**src/fci_pkg.sv**
```systemverilog
// ----------------------------------------------------------------------------
// Shared constants for the fast count inputs
// ----------------------------------------------------------------------------
package fci_pkg;

    // Channel count and accumulator width
    localparam int FCI_CHANNELS = 4;
    localparam int FCI_ACC_W = 32;

    // Clock and timing base
    localparam int FCI_CLK_PERIOD_NS = 5;
    localparam int FCI_RESOLUTION_US = 1;
    localparam int FCI_NS_PER_US = 1000;
    localparam int FCI_TICK_CYCLES = (FCI_RESOLUTION_US * FCI_NS_PER_US) / FCI_CLK_PERIOD_NS;
    localparam int FCI_US_PER_S = 1000000;
    // Least edge spacing the sources must keep, in microseconds
    localparam int FCI_MIN_EDGE_GAP_US = 100;

    // Frequency sample windows in microseconds, longest first
    localparam int FCI_WIN0_US = 1000000;
    localparam int FCI_WIN1_US = 100000;
    localparam int FCI_WIN2_US = 10000;
    localparam int FCI_WIN3_US = 1000;

    // Register map, word addresses on the plain register port
    localparam int FCI_ADDR_W = 4;
    localparam logic [3:0] FCI_ADDR_CTRL = 4'h0;
    localparam logic [1:0] FCI_PAGE_CFG = 2'h1;
    localparam logic [1:0] FCI_PAGE_CPR = 2'h2;
    localparam logic [1:0] FCI_PAGE_ACC = 2'h3;

    // Control register fields
    localparam int FCI_CTRL_RST_LSB = 0;
    localparam int FCI_CTRL_HWEN_LSB = 4;
    localparam int FCI_CTRL_HWEDGE_LSB = 6;

    // Channel configuration fields
    localparam int FCI_CFG_MODE_LSB = 0;
    localparam int FCI_CFG_EDGE_BIT = 2;
    localparam int FCI_CFG_WIN_LSB = 3;

    // Reset values
    localparam logic [31:0] FCI_ACC_RST = 32'h0000_0000;
    localparam logic [31:0] FCI_CPR_RST = 32'h0000_0000;
    localparam logic [3:0] FCI_RSTBITS_RST = 4'h0;

    // Measurement modes
    typedef enum logic [1:0] {
        FCI_MODE_FREQ = 2'h0,
        FCI_MODE_TOTAL = 2'h1,
        FCI_MODE_PULSE = 2'h2,
        FCI_MODE_QUAD = 2'h3
    } fci_mode_t;

endpackage

```
**src/fci_input_sync.sv**
```systemverilog
`timescale 1ns/100ps
`default_nettype none

// Two-stage synchroniser with edge detection for one pin
module fci_input_sync
    import fci_pkg::*;
(
    input wire logic i_clock,
    input wire logic i_rst_n,
    input wire logic i_pin,
    output logic o_level,
    output logic o_rise,
    output logic o_fall
);

    typedef struct packed {
        logic meta;
        logic sync;
        logic prev;
    } fci_sync_state_t;

    fci_sync_state_t state_reg;
    fci_sync_state_t state_next;

    // Only the second stage and its delayed copy feed the edge logic
    always_comb begin
        state_next = state_reg;
        state_next.meta = i_pin;
        state_next.sync = state_reg.meta;
        state_next.prev = state_reg.sync;
    end

    always_ff @(posedge i_clock or negedge i_rst_n) begin
        if (!i_rst_n) begin
            state_reg <= '0;
        end else begin
            state_reg <= state_next;
        end
    end

    // Each transition yields exactly one pulse
    assign o_level = state_reg.sync;
    assign o_rise = state_reg.sync & ~state_reg.prev; // RL14
    assign o_fall = ~state_reg.sync & state_reg.prev; // RL14

endmodule

`default_nettype wire

```
**src/fci_tick.sv**
```systemverilog
`timescale 1ns/100ps
`default_nettype none

// One-cycle pulse every timing resolution step
module fci_tick
    import fci_pkg::*;
#(
    parameter int TICK_CYCLES = FCI_TICK_CYCLES
) (
    input wire logic i_clock,
    input wire logic i_rst_n,
    output logic o_tick
);

    typedef struct packed {
        logic [15:0] count;
        logic tick;
    } fci_tick_state_t;

    localparam logic [15:0] TICK_LAST = 16'(TICK_CYCLES - 1);

    fci_tick_state_t state_reg;
    fci_tick_state_t state_next;

    // Free-running divider, tick registered so it is glitch free
    always_comb begin
        state_next = state_reg;
        state_next.tick = 1'b0;
        if (state_reg.count == TICK_LAST) begin
            state_next.count = 16'h0000;
            state_next.tick = 1'b1; // RL4
        end else begin
            state_next.count = state_reg.count + 16'h0001;
        end
    end

    always_ff @(posedge i_clock or negedge i_rst_n) begin
        if (!i_rst_n) begin
            state_reg <= '0;
        end else begin
            state_reg <= state_next;
        end
    end

    assign o_tick = state_reg.tick;

endmodule

`default_nettype wire

```
**src/fci_counter_top.sv**
```systemverilog
// What this block does
// (RL1) Four inputs, each frequency, totalize, pulse, quadrature
// (RL2) Multi-input modes claim partner inputs exclusively
// (RL3) Each result readable as analog input word
// (RL4) Edges resolved to one microsecond
// (RL5) Sources keep edges 100 us apart
// (RL6) Edge select acts on raw positive logic
// (RL7) Frequency mode reports cycles per second
// (RL8) Four selectable frequency sample windows
// (RL9) Totalize counts configured rising or falling edge
// (RL10) Nonzero counts-per-rev wraps after value minus one
// (RL11) Zero counts-per-rev wraps full 32 bits
// (RL12) Reset bits clear and hold totalizers
// (RL13) Inputs three, four reset totalizers one, two
// (RL14) Inputs synchronised, each edge counted once
//
// The strobed register port and the register offsets are this design's own decisions.
`timescale 1ns/100ps
`default_nettype none

module fci_counter_top
    import fci_pkg::*;
#(
    parameter int WIN0_US = FCI_WIN0_US,
    parameter int WIN1_US = FCI_WIN1_US,
    parameter int WIN2_US = FCI_WIN2_US,
    parameter int WIN3_US = FCI_WIN3_US,
    parameter int TICK_CYCLES = FCI_TICK_CYCLES
) (
    input wire logic i_clock,
    input wire logic i_rst_n,
    input wire logic [3:0] i_fast_count_input,
    input wire logic [FCI_ADDR_W-1:0] i_addr,
    input wire logic [31:0] i_wr_data,
    input wire logic i_wr_stb,
    input wire logic i_rd_stb,
    output logic [31:0] o_rd_data,
    output logic [3:0][31:0] o_analog_input_word
);

    // ------------------------------------------------------------------------
    // Derived constants
    // ------------------------------------------------------------------------
    localparam logic [31:0] WIN0_LAST = 32'(WIN0_US - 1);
    localparam logic [31:0] WIN1_LAST = 32'(WIN1_US - 1);
    localparam logic [31:0] WIN2_LAST = 32'(WIN2_US - 1);
    localparam logic [31:0] WIN3_LAST = 32'(WIN3_US - 1);
    localparam logic [31:0] SCALE0 = 32'(FCI_US_PER_S / WIN0_US);
    localparam logic [31:0] SCALE1 = 32'(FCI_US_PER_S / WIN1_US);
    localparam logic [31:0] SCALE2 = 32'(FCI_US_PER_S / WIN2_US);
    localparam logic [31:0] SCALE3 = 32'(FCI_US_PER_S / WIN3_US);

    // ------------------------------------------------------------------------
    // State
    // ------------------------------------------------------------------------
    typedef struct packed {
        logic [3:0][1:0] cfg_mode;
        logic [3:0] cfg_edge;
        logic [3:0][1:0] cfg_win;
        logic [3:0][31:0] cfg_cpr;
        logic [3:0] counter_reset_bits;
        logic [1:0] hw_rst_en;
        logic [1:0] hw_rst_edge;
        logic [3:0][31:0] acc;
        logic [3:0][31:0] win_cnt;
        logic [3:0][31:0] edge_cnt;
        logic [3:0][31:0] pw_cnt;
        logic [3:0] pw_run;
        logic [31:0] rd_data;
    } fci_state_t;

    fci_state_t state_reg;
    fci_state_t state_next;

    logic tick;
    logic [3:0] lvl;
    logic [3:0] rise;
    logic [3:0] fall;

    // ------------------------------------------------------------------------
    // Input conditioning and time base
    // ------------------------------------------------------------------------
    // Every pin is synchronised before any edge logic looks at it
    for (genvar g = 0; g < FCI_CHANNELS; g++) begin : g_in
        fci_input_sync u_sync (
            .i_clock(i_clock),
            .i_rst_n(i_rst_n),
            .i_pin(i_fast_count_input[g]),
            .o_level(lvl[g]),
            .o_rise(rise[g]),
            .o_fall(fall[g])
        );
    end

    fci_tick #(
        .TICK_CYCLES(TICK_CYCLES)
    ) u_tick (
        .i_clock(i_clock),
        .i_rst_n(i_rst_n),
        .o_tick(tick)
    );

    // Window selection helpers
    function automatic logic [31:0] win_last(input logic [1:0] sel);
        logic [31:0] v;
        case (sel)
            2'h0: v = WIN0_LAST;
            2'h1: v = WIN1_LAST;
            2'h2: v = WIN2_LAST;
            default: v = WIN3_LAST;
        endcase
        return v;
    endfunction

    function automatic logic [31:0] win_scale(input logic [1:0] sel);
        logic [31:0] v;
        case (sel)
            2'h0: v = SCALE0;
            2'h1: v = SCALE1;
            2'h2: v = SCALE2;
            default: v = SCALE3;
        endcase
        return v;
    endfunction

    // ------------------------------------------------------------------------
    // Measurement and register logic
    // ------------------------------------------------------------------------
    // Claims are checked first so a partner input never runs on its own
    always_comb begin
        logic [3:0] claimed;
        logic [1:0] hw_evt;
        logic act_edge;
        logic end_edge;
        logic up;
        logic dn;
        logic la;
        logic lb;
        logic [31:0] ecnt;
        logic [1:0] idx;
        logic [31:0] cpr_m1;
        state_next = state_reg;
        state_next.rd_data = 32'h0000_0000;
        claimed = 4'h0;
        hw_evt = 2'h0;
        act_edge = 1'b0;
        end_edge = 1'b0;
        up = 1'b0;
        dn = 1'b0;
        la = 1'b0;
        lb = 1'b0;
        ecnt = 32'h0000_0000;
        idx = i_addr[1:0];
        cpr_m1 = 32'h0000_0000;

        // Quadrature takes the next input, hardware reset takes its source
        claimed[1] = (state_reg.cfg_mode[0] == FCI_MODE_QUAD); // RL2
        claimed[3] = (state_reg.cfg_mode[2] == FCI_MODE_QUAD); // RL2
        claimed[2] = state_reg.hw_rst_en[0]; // RL2
        claimed[3] = claimed[3] | state_reg.hw_rst_en[1]; // RL2

        // Inputs three and four act as edge resets for totalizers one and two
        for (int k = 0; k < 2; k++) begin
            hw_evt[k] = state_reg.hw_rst_en[k] &
                (state_reg.hw_rst_edge[k] ? fall[k+2] : rise[k+2]); // RL13
        end

        for (int c = 0; c < FCI_CHANNELS; c++) begin
            // Edge choice applies to the pin level as seen, positive logic
            act_edge = state_reg.cfg_edge[c] ? fall[c] : rise[c]; // RL6
            end_edge = state_reg.cfg_edge[c] ? rise[c] : fall[c];
            cpr_m1 = state_reg.cfg_cpr[c] - 32'h0000_0001;
            if (claimed[c] || (state_reg.cfg_mode[c] == FCI_MODE_QUAD && c[0])) begin
                // Claimed input shows zero and keeps no count of its own
                state_next.acc[c] = FCI_ACC_RST; // RL2
                state_next.win_cnt[c] = 32'h0000_0000;
                state_next.edge_cnt[c] = 32'h0000_0000;
                state_next.pw_run[c] = 1'b0;
            end else begin
                case (state_reg.cfg_mode[c])
                    FCI_MODE_FREQ: begin
                        // Rising edges counted over the selected window
                        ecnt = state_reg.edge_cnt[c] + {31'h0, rise[c]};
                        if (tick && state_reg.win_cnt[c] == win_last(state_reg.cfg_win[c])) begin // RL8
                            state_next.acc[c] = 32'(ecnt * win_scale(state_reg.cfg_win[c])); // RL7
                            state_next.win_cnt[c] = 32'h0000_0000;
                            state_next.edge_cnt[c] = 32'h0000_0000;
                        end else begin
                            state_next.edge_cnt[c] = ecnt;
                            if (tick) begin
                                state_next.win_cnt[c] = state_reg.win_cnt[c] + 32'h0000_0001; // RL4
                            end
                        end
                    end
                    FCI_MODE_TOTAL: begin
                        // Level reset wins over any edge while it is held
                        if (state_reg.counter_reset_bits[c] || (c < 2 && hw_evt[c[0]])) begin
                            state_next.acc[c] = FCI_ACC_RST; // RL12
                        end else if (act_edge) begin // RL9
                            if (state_reg.cfg_cpr[c] != 32'h0000_0000 && state_reg.acc[c] == cpr_m1) begin
                                state_next.acc[c] = FCI_ACC_RST; // RL10
                            end else begin
                                state_next.acc[c] = state_reg.acc[c] + 32'h0000_0001; // RL11
                            end
                        end
                    end
                    FCI_MODE_PULSE: begin
                        // Width of the selected level in microsecond counts
                        if (act_edge) begin
                            state_next.pw_cnt[c] = 32'h0000_0000;
                            state_next.pw_run[c] = 1'b1;
                        end else if (end_edge) begin
                            if (state_reg.pw_run[c]) begin
                                state_next.acc[c] = state_reg.pw_cnt[c];
                            end
                            state_next.pw_run[c] = 1'b0;
                        end else if (state_reg.pw_run[c] && tick) begin
                            state_next.pw_cnt[c] = state_reg.pw_cnt[c] + 32'h0000_0001; // RL4
                        end
                    end
                    FCI_MODE_QUAD: begin
                        // Four counts per cycle; edge bit reverses direction
                        la = lvl[c];
                        lb = lvl[c|1];
                        up = (rise[c] & ~lb) | (la & rise[c|1]) | (fall[c] & lb) | (~la & fall[c|1]);
                        dn = (rise[c] & lb) | (~la & rise[c|1]) | (fall[c] & ~lb) | (la & fall[c|1]);
                        if (state_reg.cfg_edge[c]) begin
                            {up, dn} = {dn, up};
                        end
                        if (state_reg.counter_reset_bits[c]) begin
                            state_next.acc[c] = FCI_ACC_RST;
                        end else if (up) begin
                            if (state_reg.cfg_cpr[c] != 32'h0000_0000 && state_reg.acc[c] == cpr_m1) begin
                                state_next.acc[c] = FCI_ACC_RST;
                            end else begin
                                state_next.acc[c] = state_reg.acc[c] + 32'h0000_0001;
                            end
                        end else if (dn) begin
                            if (state_reg.acc[c] == 32'h0000_0000 && state_reg.cfg_cpr[c] != 32'h0000_0000) begin
                                state_next.acc[c] = cpr_m1;
                            end else begin
                                state_next.acc[c] = state_reg.acc[c] - 32'h0000_0001;
                            end
                        end
                    end
                    default: begin
                        state_next.acc[c] = state_reg.acc[c];
                    end
                endcase
            end
        end

        // Register writes; a write to the configuration page restarts that channel
        if (i_wr_stb) begin
            if (i_addr == FCI_ADDR_CTRL) begin
                state_next.counter_reset_bits = i_wr_data[FCI_CTRL_RST_LSB +: 4]; // RL12
                state_next.hw_rst_en = i_wr_data[FCI_CTRL_HWEN_LSB +: 2]; // RL13
                state_next.hw_rst_edge = i_wr_data[FCI_CTRL_HWEDGE_LSB +: 2]; // RL13
            end else if (i_addr[3:2] == FCI_PAGE_CFG) begin
                state_next.cfg_mode[idx] = i_wr_data[FCI_CFG_MODE_LSB +: 2]; // RL1
                state_next.cfg_edge[idx] = i_wr_data[FCI_CFG_EDGE_BIT]; // RL9
                state_next.cfg_win[idx] = i_wr_data[FCI_CFG_WIN_LSB +: 2]; // RL8
                state_next.acc[idx] = FCI_ACC_RST;
                state_next.win_cnt[idx] = 32'h0000_0000;
                state_next.edge_cnt[idx] = 32'h0000_0000;
                state_next.pw_run[idx] = 1'b0;
            end else if (i_addr[3:2] == FCI_PAGE_CPR) begin
                state_next.cfg_cpr[idx] = i_wr_data; // RL10
            end
        end

        // Register reads, answered in the following cycle only
        if (i_rd_stb) begin
            if (i_addr == FCI_ADDR_CTRL) begin
                state_next.rd_data = {24'h0, state_reg.hw_rst_edge, state_reg.hw_rst_en,
                    state_reg.counter_reset_bits};
            end else if (i_addr[3:2] == FCI_PAGE_CFG) begin
                state_next.rd_data = {27'h0, state_reg.cfg_win[idx], state_reg.cfg_edge[idx],
                    state_reg.cfg_mode[idx]};
            end else if (i_addr[3:2] == FCI_PAGE_CPR) begin
                state_next.rd_data = state_reg.cfg_cpr[idx];
            end else if (i_addr[3:2] == FCI_PAGE_ACC) begin
                state_next.rd_data = state_reg.acc[idx]; // RL3
            end
        end
    end

    // ------------------------------------------------------------------------
    // State register
    // ------------------------------------------------------------------------
    always_ff @(posedge i_clock or negedge i_rst_n) begin
        if (!i_rst_n) begin
            state_reg <= '0;
            state_reg.counter_reset_bits <= FCI_RSTBITS_RST;
        end else begin
            state_reg <= state_next;
        end
    end

    // Accumulators also leave as words for the program side
    assign o_analog_input_word = state_reg.acc; // RL3
    assign o_rd_data = state_reg.rd_data;

endmodule

`default_nettype wire

```
**config.mk**
```make
export PLATFORM = sky130hd
export DESIGN_NAME = fci_counter_top
export DESIGN_NICKNAME = d
export VERILOG_FILES = /design/src/fci_pkg.sv /design/src/fci_input_sync.sv /design/src/fci_tick.sv /design/src/fci_counter_top.sv
export SDC_FILE = /design/constraint.sdc
export NUM_CORES = 2
export LEC_CHECK = 0
export ABC_AREA = 1
export BUFFER_PORTS_ARGS = -buffer_cell sky130_fd_sc_hd__buf_2
export CORE_MARGIN = 5
export CORE_UTILIZATION = 50
export CTS_CLUSTER_SIZE = 24
export DETAILED_ROUTE_END_ITERATION = 8
export PLACE_DENSITY = 0.66
export SYNTH_ARGS = -nofsm -noshare
export SYNTH_HDL_FRONTEND = slang
export SYNTH_SLANG_ARGS = --single-unit
```
**constraint.sdc**
```tcl
create_clock -name i_clock -period 9.15 [get_ports i_clock]
set_clock_uncertainty 0.1 [all_clocks]
set_input_delay 0 -clock i_clock [delete_from_list [all_inputs] [get_ports i_clock]]
set_output_delay 0 -clock i_clock [all_outputs]
set_load 0.01 [all_outputs]
```
==> results.md <==
* Synthesized area at 91850 um2
* CTS clk-pin slew, worst paths at 70 ps
* Final Hold Viols at 0
* Starting Density at 50.22%
* Net Count, Synth at 14490
* FP Rows at 157
* Worst Setup Start Kind: flip-flop
* Clock buffer depth at 3
* Kind of end point of the critical path: flip-flop
* CP Class: flip-flop to flip-flop
* Number of H-tree levels at 3
* Top sig layer: met5
* Nets at 14400
* Clock Latency Late Sink at 770 ps
* Max-slew violations at 0
* Headroom to the max-slew limit at 16.63%
* Buf/Inv on CP at 7
* Area delta synth->final at 7.082%
* Largest cells by area after synthesis: dfrtp_1 (20%), fa_1 (15%), nand2_1 (10%)
* Via count at 88110
* Largest net degree at the start of global routing at 159
* Leak Pwr at 49.51 nW
* CTS buffer count at 94
* Met3 Routed Length at 26420 um
* Die area at 192400 um2
* RSZ-0062 raised after global routing: true
* Hold Path Class: primary input to flip-flop
* Layout fillers at 18130
* Max-cap violations at 0
* GR Overflow Total at 0
* Pwr Total at 23.96 mW
* Final setup viols at 0
* Post-synth cell types at 74
* Post-synth EDFFs at 0
* Post-synth ARST share at 100.0%
* Die span in x at 438.6 um
* Post-CTS setup repair buffer count at 0
* Ports at 204
* Final core utilization at 53.78%
* Slowest stage cell, crit path: fa_1
* Commonest non-fill, non-tap cell in the layout: nand2_1
* Detail Placement HPWL at 269400 um
* Gr usage total at 34.46%
* Synth warn at 0
* CP max FO at 6
* Most frequent cells in the layout: nand2_1 (2486), inv_1 (2374), nor2_1 (1470), o21ai_0 (805), a21oi_1 (742)
* Global-route wire length before repair at 516500 um
* Detailed-route DRC error count at 0
* Drt pass-1 iters at 7
* Slowest Stage Delay on Critical Path at 540 ps
* Placeable Area at 182900 um2
* Clock Tree Root: clkbuf_16
* Crit-path leading delay family: adder cells
* Worst path arrival time at 9090 ps
* Placed cell area at 94360 um2
* Top_reg_cell synth: dfrtp_1
* Syn Area/Cell at 7.040 um2
* Seq/Total Area, Yosys at 19.97%
* Routed len/inst at 21.68 um
* Maximum vdd drop at 0.2709 mV
* Reg area at 18340 um2
* Most common cell on crit path: inv_1
* Sum Neg Setup Slack at 0 ps
* 1st-iter DRT viols at 8410
* Fin crit share at 93.67%
* DRT antenna net count at 0
* DR WL met2 at 153100 um
* Top cell type's share of synthesized area at 19.97%
* Worst Path Required at 9670 ps
* Max reg flops at 544
* Area taken by multi-input logic gates at 61620 um2
* # port buffers at 203
* Power per cell area at 243.6 nW/um2
* Worst slew pin tran at 1249 ps
* Final Wtd Congestion at 1.070
* CTS tree: yes
* Share of cells above drive strength 1 at 5.892%
* Wl on met1 at 134900 um
* Antenna violations before repair at 25
* CTS sink count at 733
* Fmax at 0.1167 GHz
* Post-Synthesis Cells at 13050
* Routed wire length at 336500 um
* Final critical-path required period at 8571 ps
* Final Non-Filler Cells at 15520
* #FFs+latches synth at 733
* Status: finished clean
* Die Span Y at 438.6 um
* Vias per Instance at 5.679
* Yosys top cell by area: dfrtp_1
* Vias in the first global route at 86960
* Fin area at 98360 um2
* Placed cells at 15270
-- power breakdown --
| group | total, mW | internal (mW) | switching, mW |
|---|---|---|---|
| logic | 15.0 | 5.06 | 9.93 |
| registers | 4.86 | 3.75 | 1.11 |
| clock network | 4.10 | 2.39 | 1.71 |
-- worst min-delay path: stages --
cell	delay [ps]
dlygate4sd3_1	600
buf_2	190
nand2_1	60
o21ai_0	70
-- per-stage QoR --
stage | worst slack [ps] | hold WS (ps)
finish | 579.4 | 98.63
global route | -21.59 | 67.29
CTS | 516.6 | 35.59
detailed placement | 528.8 | 9.027
global placement | 552.5 | 14.78
floorplan | 1603 | -395.6
-- synthesized netlist by cell type, types with 22 or more instances --
library cell	number
a21oi_1	745
a22oi_1	45
o211ai_1	58
o21ai_1	45
buf_4	163
nor2_1	1490
o22ai_1	49
nand3_1	576
buf_2	52
clkbuf_1	355
o21ai_0	805
a221oi_1	22
o21bai_1	23
nor2_2	35
buf_1	27
nand3b_1	25
xor2_1	446
nor4_1	106
xnor2_1	95
or2_2	47
ha_1	727
fa_1	672
inv_2	23
a31oi_1	67
a211oi_1	45
o21a_1	25
nand4_1	181
nor3_1	249
nand2_1	2486
dfrtp_1	733
inv_1	2376
-- path summary, 6_finish.rpt --
check / start / to / slack [ps] / cells past startpoint
min: i_wr_data[16] / state_reg[604] / 100 / 4
max in group asynchronous: i_rst_n / o_analog_input_word[9] / 6790 / 5
min in group asynchronous: i_rst_n / state_reg[213] / 430 / 4
max: g_in[1].u_sync.state_reg[0] / o_analog_input_word[61] / 580 / 36
max reg2reg: g_in[1].u_sync.state_reg[0] / o_analog_input_word[61] / 580 / 36
min reg2reg: g_in[3].u_sync.state_next[1] / g_in[3].u_sync.o_level / 250 / 0
-- what timing repair did --
action / in CTS / in global routing
setup endpoints to repair: 0 / 12
resized for setup: 0 / 10
endpoints found under the hold margin: 281 / 0
hold buffers: 56 / 0
-- per-layer routing --
metal / GRT usage (%) / vias to the layer above
li1: - / 41080
met1: 44.08 / 42440
met2: 55.74 / 3712
met3: 5.722 / 879
met4: 18.96 / 6
met5: 0 / -
-- layout make-up --
type                    count  area share, %
multi-input cells        9291          62.65
flip-flops and latches    733          18.65
clock buffers             134          2.810
inverters                2419          9.232
diodes                     18        0.04580
repair buffers            418          2.908
well taps                2464          3.135
clock inverters            39         0.5661
-- logic make-up (layout without fill, tap and decap cells) --
logic type      count (synthesis)  after routing  share of synthesized area [%]
compound gates               2028           2028                          12.20
xor+xnor                      549            549                          5.355
other cells                     0             18                              0
buf+inv                      3023           3010                          13.13
fa+ha+maj                    1399           1399                          24.55
simple gates                 5300           5300                          24.61
mux                            15             15                         0.1825
flops                         733            733                          19.97
Power figures use the tool's default switching activity.
